$ cat src/core/capg_pkg.sv
// Purpose: constants for the code acquisition and spreading code generator
// Assumes: pclk stands in for the tracking oscillator, 10 MHz, 100 ns period
// Notes:   register map, field positions, reset values and timing counts

// ==========================================================================
// Package
package capg_pkg;

   // ========================================================================
   // Register bus
   localparam int ADDR_W = 12;
   localparam logic [11:0] ADDR_CTRL = 12'h000;
   localparam logic [11:0] ADDR_DWELL = 12'h004;
   localparam logic [11:0] ADDR_THR_QUAD = 12'h008;
   localparam logic [11:0] ADDR_THR_BI = 12'h00c;
   localparam logic [11:0] ADDR_STATUS = 12'h010;
   localparam logic [11:0] ADDR_POS = 12'h014;

   // Control fields
   localparam int CTRL_RUN = 0;
   localparam int CTRL_BIPHASE = 1;
   localparam int CTRL_EXT = 2;
   localparam int CTRL_RESTART = 3;

   // Status fields
   localparam int STAT_LOCK = 0;
   localparam int STAT_PASS = 1;
   localparam int STAT_STUCK = 2;
   localparam int STAT_SEARCH = 3;

   // Reset values
   localparam logic [7:0] THR_QUAD_RESET = 8'h80;
   localparam logic [7:0] THR_BI_RESET = 8'h80;

   // ========================================================================
   // Timing
   localparam int CLK_PERIOD_NS = 100;
   localparam int DIV_RATIO = 4;
   localparam logic [1:0] CODE_DIV_LAST = 2'h3;
   localparam logic [1:0] CODE_DIV_SLIP = 2'h2;
   localparam int DWELL_NS = 361000;
   localparam int DWELL_TICKS_DEF = DWELL_NS / (CLK_PERIOD_NS * DIV_RATIO);
   localparam int DUMP_NS = 11000;
   localparam int DUMP_CYC = (DUMP_NS + CLK_PERIOD_NS - 1) / CLK_PERIOD_NS;
   localparam int SYNC_NS = 1000;
   localparam int SYNC_CYC = (SYNC_NS + CLK_PERIOD_NS - 1) / CLK_PERIOD_NS;

   // ========================================================================
   // Code generator
   localparam int LFSR_LEN = 11;
   localparam logic [12:0] QPOS_COUNT = 13'h1ffc;
   localparam logic [3:0] RUN_LIMIT = 4'hb;
   localparam logic [8:0] SEED_LOW = 9'h1ff;
   localparam logic [10:0] SYNC_STATE_DEF = 11'h7ff;

   // Acquisition states, one-hot
   typedef enum logic [2:0]
   {
      ST_IDLE = 3'b001,
      ST_SEARCH = 3'b010,
      ST_LOCKED = 3'b100
   } capg_state_type;

endpackage : capg_pkg

$ cat src/core/capg_top.sv
// Purpose: acquisition controller and 11-stage spreading code generator
// Assumes: APB slave, zero wait; comparator and external code synchronous
// Notes:   pclk is the oscillator; code and acquisition clocks are ticks of it
//
// Chosen here: the APB slave port and the register offsets.

`timescale 1ns/10ps

module capg_top
#(
   parameter logic [10:0] SYNC_STATE = capg_pkg::SYNC_STATE_DEF,
   parameter int DWELL_TICKS = capg_pkg::DWELL_TICKS_DEF
)
(
   // Clock and reset
   input wire logic pclk,
   input wire logic presetn,
   // APB slave
   input wire logic psel,
   input wire logic penable,
   input wire logic pwrite,
   input wire logic [capg_pkg::ADDR_W-1:0] paddr,
   input wire logic [31:0] pwdata,
   output logic [31:0] prdata,
   output logic pready,
   output logic pslverr,
   // Correlation channel
   input wire logic comp_in,
   output logic dump_out,
   output logic step_out,
   output logic lock_out,
   output logic track_en,
   output logic [7:0] thresh_code,
   output logic thresh_biphase,
   output logic search_pass,
   // Spreading code
   input wire logic ext_en_in,
   input wire logic ext_code_in,
   output logic code_true,
   output logic code_comp,
   output logic code_early,
   output logic chip_clk,
   output logic sync_out
);
   import capg_pkg::*;

   // =======================================================================
   // Register bus
   logic ctrl_run, ctrl_bi, ctrl_ext, stuck_seen, restart;
   logic next_ctrl_run, next_ctrl_bi, next_ctrl_ext, next_restart;
   logic [11:0] dwell_len, next_dwell_len;
   logic [7:0] thr_quad, thr_bi, next_thr_quad, next_thr_bi;
   logic [31:0] next_prdata;
   logic next_pslverr;
   logic wr_access, setup, addr_ok, stuck_clr;
   capg_state_type state, next_state;
   logic pass;
   logic [12:0] pos;

   assign pready = 1'b1;
   assign wr_access = psel && penable && pwrite;
   assign setup = psel && !penable;
   assign addr_ok = (paddr == ADDR_CTRL) || (paddr == ADDR_DWELL) || (paddr == ADDR_THR_QUAD)
      || (paddr == ADDR_THR_BI) || (paddr == ADDR_STATUS) || (paddr == ADDR_POS);
   assign stuck_clr = wr_access && (paddr == ADDR_STATUS) && pwdata[STAT_STUCK];

   // Writes land in the access phase; read data is latched in setup
   always_comb
   begin
      next_ctrl_run = ctrl_run;
      next_ctrl_bi = ctrl_bi;
      next_ctrl_ext = ctrl_ext;
      next_dwell_len = dwell_len;
      next_thr_quad = thr_quad;
      next_thr_bi = thr_bi;
      next_restart = 1'b0;
      next_prdata = prdata;
      next_pslverr = pslverr;
      if (wr_access)
      begin
         case (paddr)
            ADDR_CTRL:
            begin
               next_ctrl_run = pwdata[CTRL_RUN];
               next_ctrl_bi = pwdata[CTRL_BIPHASE];
               next_ctrl_ext = pwdata[CTRL_EXT];
               next_restart = pwdata[CTRL_RESTART];
            end
            ADDR_DWELL: next_dwell_len = pwdata[11:0];
            ADDR_THR_QUAD: next_thr_quad = pwdata[7:0];
            ADDR_THR_BI: next_thr_bi = pwdata[7:0];
            default: next_restart = 1'b0;
         endcase
      end
      if (setup)
      begin
         next_pslverr = !addr_ok;
         case (paddr)
            ADDR_CTRL: next_prdata = {29'h0, ctrl_ext, ctrl_bi, ctrl_run};
            ADDR_DWELL: next_prdata = {20'h0, dwell_len};
            ADDR_THR_QUAD: next_prdata = {24'h0, thr_quad};
            ADDR_THR_BI: next_prdata = {24'h0, thr_bi};
            ADDR_STATUS: next_prdata = {28'h0, state == ST_SEARCH, stuck_seen, pass, state == ST_LOCKED};
            ADDR_POS: next_prdata = {19'h0, pos};
            default: next_prdata = 32'h0;
         endcase
      end
   end

   always_ff @(posedge pclk or negedge presetn)
   begin
      if (!presetn)
      begin
         ctrl_run <= 1'b0;
         ctrl_bi <= 1'b0;
         ctrl_ext <= 1'b0;
         restart <= 1'b0;
         dwell_len <= 12'(DWELL_TICKS);
         thr_quad <= THR_QUAD_RESET;
         thr_bi <= THR_BI_RESET;
         prdata <= 32'h0;
         pslverr <= 1'b0;
      end
      else
      begin
         ctrl_run <= next_ctrl_run;
         ctrl_bi <= next_ctrl_bi;
         ctrl_ext <= next_ctrl_ext;
         restart <= next_restart;
         dwell_len <= next_dwell_len;
         thr_quad <= next_thr_quad;
         thr_bi <= next_thr_bi;
         prdata <= next_prdata;
         pslverr <= next_pslverr;
      end
   end

   // =======================================================================
   // Dividers and code generator
   logic [1:0] code_div, next_code_div, acq_div, next_acq_div;
   logic [8:0] lfsr, next_lfsr;
   logic t10, t11, next_t10, next_t11;
   logic [3:0] run_cnt, next_run_cnt;
   logic [3:0] sync_cnt, next_sync_cnt;
   logic step_pend, next_step_pend, next_stuck_seen;
   logic next_code_comp, next_chip_clk, next_sync_out;
   logic code_tick, acq_tick, slip_done, stuck_hit, sync_hit, ext_active, fb;
   logic dwell_miss;

   assign ext_active = ctrl_ext || ext_en_in;
   assign acq_tick = (acq_div == CODE_DIV_LAST);
   assign slip_done = step_pend && (code_div == CODE_DIV_SLIP);
   assign code_tick = (code_div == CODE_DIV_LAST) || slip_done;
   assign fb = lfsr[8] ^ t11;
   // Twelve equal chips cannot occur in a valid word
   assign stuck_hit = code_tick && !ext_active && (t10 == t11) && (run_cnt == RUN_LIMIT - 4'h1);
   assign sync_hit = code_tick && ({lfsr, t10, t11} == SYNC_STATE);

   always_comb
   begin
      next_acq_div = acq_div + 2'h1;
      next_code_div = code_tick ? 2'h0 : code_div + 2'h1;
      // A new step request wins over the slip that retires the old one
      next_step_pend = dwell_miss || (step_pend && !slip_done);
      next_lfsr = lfsr;
      next_t10 = t10;
      next_t11 = t11;
      next_run_cnt = run_cnt;
      if (stuck_hit)
      begin
         next_lfsr = SEED_LOW;
         next_t10 = 1'b1;
         next_t11 = 1'b1;
         next_run_cnt = 4'h0;
      end
      else if (code_tick)
      begin
         next_lfsr = {lfsr[7:0], fb};
         next_t10 = ext_active ? ext_code_in : lfsr[8];
         next_t11 = t10;
         next_run_cnt = (t10 == t11) ? run_cnt + 4'h1 : 4'h0;
      end
      next_stuck_seen = stuck_hit || (stuck_seen && !stuck_clr);
      next_sync_cnt = sync_hit ? 4'(SYNC_CYC) : ((sync_cnt != 4'h0) ? sync_cnt - 4'h1 : 4'h0);
      next_sync_out = (next_sync_cnt != 4'h0);
      next_code_comp = !next_t11;
      // Chip clock for an outside code source
      next_chip_clk = (next_code_div < 2'h2);
   end

   always_ff @(posedge pclk or negedge presetn)
   begin
      if (!presetn)
      begin
         code_div <= 2'h0;
         acq_div <= 2'h0;
         step_pend <= 1'b0;
         lfsr <= SEED_LOW;
         t10 <= 1'b1;
         t11 <= 1'b1;
         run_cnt <= 4'h0;
         stuck_seen <= 1'b0;
         sync_cnt <= 4'h0;
         sync_out <= 1'b0;
         code_comp <= 1'b0;
         chip_clk <= 1'b1;
      end
      else
      begin
         code_div <= next_code_div;
         acq_div <= next_acq_div;
         step_pend <= next_step_pend;
         lfsr <= next_lfsr;
         t10 <= next_t10;
         t11 <= next_t11;
         run_cnt <= next_run_cnt;
         stuck_seen <= next_stuck_seen;
         sync_cnt <= next_sync_cnt;
         sync_out <= next_sync_out;
         code_comp <= next_code_comp;
         chip_clk <= next_chip_clk;
      end
   end

   assign code_true = t11;
   assign code_early = t10;

   // =======================================================================
   // Acquisition sequencer
   logic [11:0] dwell_cnt, next_dwell_cnt;
   logic [12:0] next_pos;
   logic [7:0] dump_cnt, next_dump_cnt;
   logic next_pass, next_dump_out, next_step_out, next_lock, next_bi;
   logic [7:0] next_thresh;
   logic dwell_end;

   // Dwell counts acquisition ticks only, never steps
   assign dwell_end = acq_tick && (state != ST_IDLE) && (dwell_cnt == dwell_len - 12'h1);
   assign dwell_miss = dwell_end && (state == ST_SEARCH) && !comp_in;

   always_comb
   begin
      next_state = state;
      next_dwell_cnt = dwell_cnt;
      next_pos = pos;
      next_pass = pass;
      case (state)
         ST_IDLE: if (ctrl_run && !restart) next_state = ST_SEARCH;
         ST_SEARCH: if (dwell_end && comp_in) next_state = ST_LOCKED;
         ST_LOCKED: next_state = ST_LOCKED;
         default: next_state = ST_IDLE;
      endcase
      if (acq_tick && state != ST_IDLE)
         next_dwell_cnt = dwell_end ? 12'h0 : dwell_cnt + 12'h1;
      if (dwell_miss)
      begin
         // Wrapping the word ends one pass; quadriphase searches twice
         next_pos = (pos == QPOS_COUNT - 13'h1) ? 13'h0 : pos + 13'h1;
         if (pos == QPOS_COUNT - 13'h1 && !ctrl_bi)
            next_pass = !pass;
      end
      if (!ctrl_run || restart)
      begin
         next_state = ST_IDLE;
         next_dwell_cnt = 12'h0;
         next_pos = 13'h0;
         next_pass = 1'b0;
      end
      next_dump_cnt = dwell_end ? 8'(DUMP_CYC) : ((dump_cnt != 8'h0) ? dump_cnt - 8'h1 : 8'h0);
      next_dump_out = (next_dump_cnt != 8'h0);
      next_step_out = dwell_miss;
      next_lock = (next_state == ST_LOCKED);
      next_bi = ctrl_bi;
      next_thresh = ctrl_bi ? thr_bi : thr_quad;
   end

   always_ff @(posedge pclk or negedge presetn)
   begin
      if (!presetn)
      begin
         state <= ST_IDLE;
         dwell_cnt <= 12'h0;
         pos <= 13'h0;
         pass <= 1'b0;
         dump_cnt <= 8'h0;
         dump_out <= 1'b0;
         step_out <= 1'b0;
         lock_out <= 1'b0;
         track_en <= 1'b0;
         thresh_biphase <= 1'b0;
         thresh_code <= THR_QUAD_RESET;
      end
      else
      begin
         state <= next_state;
         dwell_cnt <= next_dwell_cnt;
         pos <= next_pos;
         pass <= next_pass;
         dump_cnt <= next_dump_cnt;
         dump_out <= next_dump_out;
         step_out <= next_step_out;
         lock_out <= next_lock;
         track_en <= next_lock;
         thresh_biphase <= next_bi;
         thresh_code <= next_thresh;
      end
   end

   assign search_pass = pass;
endmodule : capg_top

$ cat config.mk
export PLATFORM = sky130hd
export DESIGN_NAME = capg_top
export DESIGN_NICKNAME = d
export VERILOG_FILES = /design/src/core/capg_pkg.sv /design/src/core/capg_top.sv
export SDC_FILE = /design/constraint.sdc
export NUM_CORES = 1
export LEC_CHECK = 0
export BUFFER_PORTS_ARGS = -buffer_cell sky130_fd_sc_hd__buf_2
export CORE_MARGIN = 2
export CORE_UTILIZATION = 43
export CTS_BUF_LIST = sky130_fd_sc_hd__clkbuf_4
export DETAILED_ROUTE_END_ITERATION = 7
export HOLD_SLACK_MARGIN = 0.03
export PLACE_DENSITY = 0.66
export SLEW_MARGIN = 20
export SYNTH_ARGS = -nofsm -noshare
export SYNTH_HDL_FRONTEND = slang
export SYNTH_SLANG_ARGS = --single-unit
$ cat constraint.sdc
create_clock -name pclk -period 3.1 [get_ports pclk]
set_input_delay 0.93 -clock pclk [delete_from_list [all_inputs] [get_ports pclk]]
set_output_delay 0.93 -clock pclk [all_outputs]
set_load 0.05 [all_outputs]
==> results of run 1 <==
-- path summary, 6_finish.rpt --
check                                  start            to  slack, ns  cells after the start
worst max-delay path            dwell_len[1]        pos[9]       0.10                     10
worst min-delay path                 presetn  dwell_cnt[4]       0.34                      1
worst max register to register  dwell_len[1]        pos[9]       0.10                     10
worst min register to register    acq_div[0]    acq_div[0]       0.43                      1
max in group asynchronous            presetn     thr_bi[7]       1.90                      2
min in group pclk                 acq_div[0]    acq_div[0]       0.43                      1
-- sequential cells by signal (all words and copies together) (netlist names), 2 cells and up --
| register | count |
|---|---|
| pos | 13 |
| prdata | 13 |
| dwell_cnt | 12 |
| dwell_len | 12 |
| lfsr | 9 |
| dump_cnt | 8 |
| thr_bi | 8 |
| thr_quad | 8 |
| thresh_code | 8 |
| run_cnt | 4 |
| sync_cnt | 4 |
| state | 3 |
| acq_div | 2 |
| code_div | 2 |
-- what timing repair did --
item,in CTS,in global routing
pin swaps,4,8
gates cloned,0,1
endpoints found under the setup margin,9,10
gates resized for setup,5,9
setup buffers,1,6
-- Yosys cell counts, types with 3 or more instances --
cell	n
dfrtp_1	102
nand2_1	96
o21ai_0	47
nor2_1	42
mux2_2	39
nand3_1	34
clkbuf_1	31
buf_4	21
dfstp_2	21
nor3_1	20
a21oi_1	18
inv_1	18
xnor2_1	16
mux2i_1	15
nor4_1	12
ha_1	11
nand4_1	11
and3_1	10
nand2b_1	10
nor2b_1	10
or3_1	8
o211ai_1	7
o31ai_1	6
xor2_1	6
or4_1	5
nand4b_1	4
nor3b_1	4
o22ai_1	4
o311ai_1	4
and2_1	3
buf_1	3
buf_2	3
nor4b_1	3
o21ai_1	3
o41ai_2	3
or2_2	3
-- through the flow --
stage                     total power [mW]  utilization [%]  hold slack, ns  setup WS (ns)  area (µm²)
after floorplan                       2.07                -           0.366         0.0212        6650
after global placement                2.15             47.1           0.412        -0.0271        7110
after detailed placement              2.18             47.1           0.422        -0.0714        7110
after CTS                             3.35             49.2           0.339        0.00599        7430
after global routing                  3.49             50.0           0.337       -0.00963        7550
final                                 3.31             50.0           0.344          0.104        7550
-- power groups by stage --
stage	combinational (mW)	sequential (mW)	clock (mW)
finish	0.390	1.76	1.17
global route	0.443	1.77	1.28
CTS	0.394	1.76	1.20
detailed placement	0.392	1.78	0
global placement	0.371	1.78	0
floorplan	0.279	1.79	0
-- area by class of cell --
| type | count | area, µm² |
|---|---|---|
| well taps | 188 | 235 |
| repair buffers | 101 | 647 |
| fillers | 1382 | 7540 |
| flip-flops and latches | 123 | 3100 |
| multi-input cells | 504 | 3210 |
| inverters | 18 | 67.6 |
| clock inverters | 10 | 124 |
| clock buffers | 22 | 165 |
-- cell families after synthesis --
| kind of cell | Yosys count |
|---|---|
| compound gates | 117 |
| other cells | 2 |
| xor+xnor | 22 |
| flops | 123 |
| simple gates | 280 |
| mux | 54 |
| buf+inv | 78 |
| fa+ha+maj | 11 |
-- metal layers --
metal,GRT usage (%),wire length (µm),up-vias
li1,-,-,2553
met1,25.4,6960,2646
met2,32.8,7800,164
met3,4.90,813,24
met4,8.14,320,0
met5,0,0,-
==> metrics.md, run 1 <==
| Metric | Value |
|---|---|
| DR pass1 iterations | 5 |
| Outcome | finished clean |
| Fin crit period | ~3 ns |
| Family with the most delay on the worst path | simple AND/OR/NAND/NOR gates |
| Synth Area in Compound Gates | 11.7% |
| Internal power | 2.42 mW |
| Row cnt | 45 |
| Hold_buf cts | 0 |
| Comb pwr share | a little under an eighth |
| Layout Cells excl Fill | 966 |
| Max Clk Rate | ~330 MHz |
| Final WL | around 16000 µm |
| CTS Buffer Depth | 2 |
| Synth top area share | 38.9% |
| Initial antenna violation count | 0 |
| Mapped Area | 0.00657 mm² |
| Top-level port count | about 110 |
| Setup_tns | 0 ns |
| Reg power frac | 53.0% |
| Antenna diode count | 0 |
| H-tree Lvls | 4 |
| CP Buf/Inv Count | 2 |
| Setup CP Type | reg -> reg |
| Setup crit end kind | register |
| Share of layout cells above drive strength 1 | a little over a quarter |
| Synth Area in Adders | between 2 and 2.5% |
| TritonCTS clock tree | yes |
| GRT Overall Usage | 20.0% |
| Leading cell type in the layout, fill and taps excluded | dfrtp_1 |
| CTS root buf | clkbuf_4 |
| CP Launch Type | register |
| Synth Area in XOR/XNOR | just under 3% |
| Routed len/inst | between 15 and 20 µm |
| Initial core utilization | between 40% and 50% |
| Pleak | between 3 and 4 nW |
| Worst EP required | about 3.6 ns |
| CTS Buf Count | 17 |
| Number of global-route vias before repair | about 5000 |
| Final Cycle Share | between 90 and 100% |
| Arrival @ worst endpoint | about 3.5 ns |
| Avg Cell Area, Syn | 9.56 µm² |
| First-pass GRT wire length | 25500 µm |
| Via count | 5387 |
| Post-DP HPWL | between 10000 and 15000 µm |
| Power share of the clock group | a little over a third |
| Antenna violation net count after detailed routing | 0 |
| Total global routing overflow | 0 |
| Pwr dens | around 440 mW/mm² |
| Fin. max-slew vios | 0 |
| Worst vdd ir | 266 µV |
| Slew @ Worst Pin | roughly 0.85 ns |
| HP Class | in -> async |
| Most frequent cells in the layout | dfrtp_1 (102), nand2_1 (96), buf_2 (63) |
| Yosys reg bits | around 120 |
| Final Hold Vio Count | 0 |
| Setup-failing EPs final | 0 |
| Crit path max fanout | 4 |
| P_sw | approximately 900 µW |
| Pin count of the biggest net entering global routing | 53 |
| Headroom to the max-slew limit | about 43% |
| Vias per cell | 5.58 |
| Die X | around 130 µm |
| RSZ-0062 raised after global routing | yes |
| Inst Count DP | roughly 930 |
| Clock transition at path regs | ~0.11 ns |
| Sequential share of the synthesized area | 47.3% |
| Synth area leaders | dfrtp_1 (39%), dfstp_2 (8.4%), mux2_2 (6.7%) |
| Nets | approximately 830 |
| Clk Latency, worst-skew pair | between 0.5 and 0.6 ns |
| Post-Synth Simple-Gate Area | a little over a fifth |
| Crit path cell chain | inv_1 -> ha_4 -> nor2b_2 -> a2111o_1 -> nand4_1 -> o22ai_2 -> buf_4 -> or4b_4 -> or4_4 -> a21oi_2 |
| Mux share of post-synthesis cell area | under 10% |
| P&R area growth vs syn | 14.9% |
| DRC Markers | 0 |
| Slowest cell on crit path | or4b_4 |
| Worst path max stage delay | between 0.5 and 0.6 ns |
| Ys async rst share | 100% |
| Post-synth EDFFs | 0 |
| Ys Warns | 0 |
| DRT iter0 DRCs | approximately 420 |
| CTS Sinks | ~120 |
| Largest family of logic cells by synthesized area | simple AND/OR/NAND/NOR gates |
| Library cells used by synthesis | around 60 |
| Sw Ratio | 27.1% |
| Core Region | ~0.015 mm² |
| Die area | 0.0163 mm² |
| Max cap viols | 0 |
| IO buf count | 64 |
| Routability Congestion | between 0.9 and 1 |
| Cells after Synth | 687 |
| Post-synth top area cell | dfrtp_1 |
| Top FF cell, synth | dfrtp_1 |
| Clk_skew | roughly 0.016 ns |
| Die height | approximately 130 µm |
(Power assumes the default switching activity.)
==> run 2, diff against run 1 <==
--- a/config.mk
+++ b/config.mk
@@ -6,12 +6,15 @@
 export NUM_CORES = 1
 export LEC_CHECK = 0
 export BUFFER_PORTS_ARGS = -buffer_cell sky130_fd_sc_hd__buf_2
+export CELL_PAD_IN_SITES_DETAIL_PLACEMENT = 1
+export CELL_PAD_IN_SITES_GLOBAL_PLACEMENT = 1
 export CORE_MARGIN = 2
-export CORE_UTILIZATION = 43
+export CORE_UTILIZATION = 41
 export CTS_BUF_LIST = sky130_fd_sc_hd__clkbuf_4
 export DETAILED_ROUTE_END_ITERATION = 7
 export HOLD_SLACK_MARGIN = 0.03
-export PLACE_DENSITY = 0.66
+export PLACE_DENSITY_LB_ADDON = 0.1
+export RECOVER_POWER = 100
 export SLEW_MARGIN = 20
 export SYNTH_ARGS = -nofsm -noshare
 export SYNTH_HDL_FRONTEND = slang
==> run 2 against run 1 <==
The run now ends with capacitance limit, slew limit left. Flip-flop and latch count unchanged. Power is 2.2% higher. Highest routed layer unchanged. Critical path depth unchanged. Register-to-register slack about the same. Clock skew is 0.0094 ns higher. Non-clock buffer count rose by 1. Maximum frequency is 0.48% higher. First-iteration DRC count shrank 21%.
==> metrics.md, run 2 (synthesis results as in run 1) <==
| Metric | Value |
|---|---|
| Total global routing overflow | 0 (unchanged) |
| Arrival @ worst endpoint | 3.45 ns (was 3.48 ns) |
| Failing checks | capacitance limit, slew limit |
| HP Class | reg -> reg (was in -> async) |
| IO buf count | 64 (unchanged) |
| Worst EP required | 3.57 ns (was 3.58 ns) |
| Crit path cell chain | inv_2 -> ha_4 -> nor2b_1 -> a2111o_1 -> nand4_1 -> o22ai_2 -> or4_4 -> buf_12 -> o41a_1 -> a211oi_2 (was inv_1 -> ha_4 -> nor2b_2 -> a2111o_1 -> nand4_1 -> o22ai_2 -> buf_4 -> or4b_4 -> or4_4 -> a21oi_2) |
| Max cap viols | 1 (was 0) |
| Final instance area | 0.00752 mm² (was 0.00755 mm²) |
| Family with the most delay on the worst path | compound AO/OA/AOI/OAI gates (was simple AND/OR/NAND/NOR gates) |
| Crit path max fanout | 8 (was 4) |
| Fillers | 1887 (was 1382) |
| Routed len/inst | 18.2 µm (was 16.5 µm) |
| Initial core utilization | 41.7% (was 43.5%) |
| Row cnt | 46 (was 45) |
| Worst vdd ir | 242 µV (was 266 µV) |
| Die area | 0.0170 mm² (was 0.0163 mm²) |
| Largest regs | pos x13, prdata x13 (unchanged) |
| Min Hold Slack | 0.445 ns (was 0.344 ns) |
| Die X | 131 µm (was 128 µm) |
| Setup_tns | 0 ns (unchanged) |
| CTS Buffer Depth | 2 (unchanged) |
| GRT Overall Usage | 22.5% (was 20.0%) |
| Worst path max stage delay | 0.59 ns (was 0.57 ns) |
| Headroom to the max-slew limit | -70.1% (was 43.3%) |
| Setup CP Type | reg -> reg (unchanged) |
| RSZ-0062 raised after global routing | no (was yes) |
| Pleak | 3.35 nW (was 3.49 nW) |
| Clock transition at path regs | 0.12 ns (was 0.11 ns) |
| Vias per cell | 5.44 (was 5.58) |
| P&R area growth vs syn | 14.5% (was 14.9%) |
| Hold_buf cts | 0 (unchanged) |
| Most frequent cells in the layout | dfrtp_1 (102), nand2_1 (96), o21ai_0 (47) (was dfrtp_1 (102), nand2_1 (96), buf_2 (63)) |
| Initial antenna violation count | 1 (was 0) |
| Hold Crit Start | acq_div[0] |
| Core Region | 0.0158 mm² (was 0.0151 mm²) |
| DRC Markers | 0 (unchanged) |
| Fin. max-slew vios | 44 (was 0) |
| Worst setup path start | dwell_len[1] (unchanged) |
| Final WL | 18100 µm (was 15900 µm) |
| Placed cell area | 0.00720 mm² (was 0.00711 mm²) |
| Clk Latency, worst-skew pair | 0.56 ns (was 0.55 ns) |
| Max Clk Rate | 335 MHz (was 334 MHz) |
| Routability Congestion | 0.860 (was 0.912) |
| CP Buf/Inv Count | 2 (unchanged) |
| Number of global-route vias before repair | 5669 (was 5139) |
| Setup-failing EPs final | 0 (unchanged) |
| CTS Buf Count | 17 (unchanged) |
| Via count | 5417 (was 5387) |
| Clk_skew | 0.0250 ns (was 0.0156 ns) |
| Slew @ Worst Pin | 2.55 ns (was 0.850 ns) |
| Antenna violation net count after detailed routing | 0 (unchanged) |
| Outcome | finished with violations (was finished clean) |
| CTS Sinks | 123 (unchanged) |
| Overall power | 3.39 mW (was 3.31 mW) |
| H-tree Lvls | 4 (unchanged) |
| Final Cycle Share | 96.2% (was 96.6%) |
| Final Hold Vio Count | 0 (unchanged) |
| Pin count of the biggest net entering global routing | 45 (was 53) |
| Fin crit period | 2.98 ns (was 3.00 ns) |
| Pwr dens | 450 mW/mm² (was 439 mW/mm²) |
| CP Launch Type | register (unchanged) |
| Leading cell type in the layout, fill and taps excluded | dfrtp_1 (unchanged) |
| CTS root buf | clkbuf_4 (unchanged) |
| Die height | 131 µm (was 128 µm) |
| DRT iter0 DRCs | 328 (was 417) |
| Nets | 829 (was 828) |
| TritonCTS clock tree | yes (unchanged) |
| Setup crit end kind | register (unchanged) |
| Top-level port count | 105 (unchanged) |
| DR pass1 iterations | 5 (unchanged) |
| First-pass GRT wire length | 29500 µm (was 25500 µm) |
| Slowest cell on crit path | or4_4 (was or4b_4) |
| Launch point of the worst reg-to-reg path | dwell_len[1] (unchanged) |
| Share of layout cells above drive strength 1 | 21.3% (was 26.9%) |
| Post-DP HPWL | 13000 µm (was 11300 µm) |
run 2: path summary, 6_finish.rpt:
kind	endpoint	slack [ns]	cells after the start
min in group asynchronous	prdata[12]	1.16	1
max in group asynchronous	code_true	0.36	2
min	acq_div[0]	0.44	1
min reg2reg	acq_div[0]	0.44	1
max reg2reg	pos[6]	0.12	10
max	pos[6]	0.12	10
run 2: timing repair:
action                                 CTS  global route
pin swaps                                4             5
resized for setup                       10             9
setup endpoints to repair               10            13
buffers inserted                         4             0
endpoints found under the hold margin    0             0
run 2: layer usage:
| metal | vias to the layer above | track usage [%] | wire (µm) |
|---|---|---|---|
| met4 | 0 | 6.76 | 267 |
| li1 | 2558 | - | - |
| met3 | 20 | 4.60 | 595 |
| met1 | 2748 | 29.0 | 8040 |
| met2 | 91 | 38.4 | 9240 |
| met5 | - | 0 | 0 |
run 2: per-stage QoR:
step           util (%)  setup WS (ns)  cells
2_1_floorplan         -         0.0212    705
3_3_place_gp       45.6        -0.0642    959
3_5_place_dp       45.6         -0.132    959
4_1_cts            48.0        0.00711    995
5_1_grt            47.7        0.00452    996
6_report           47.7          0.119    996
run 2: cell type report:
cell class / instances / area [µm²] / share of cell area, %
sequential: 123 / 3100 / 41.3
clock buffer: 17 / 128 / 1.70
multi-input combinational: 504 / 3230 / 43.0
timing repair buffer: 102 / 542 / 7.20
antenna: 1 / 2.50 / 0.0333
clock inverter: 15 / 173 / 2.30
tap: 216 / 270 / 3.59
inverter: 18 / 67.6 / 0.898
run 2: power by group:
part | switching (mW) | internal, mW
Clock | 0.669 | 0.559
Combinational | 0.260 | 0.136
Sequential | 0.0727 | 1.69
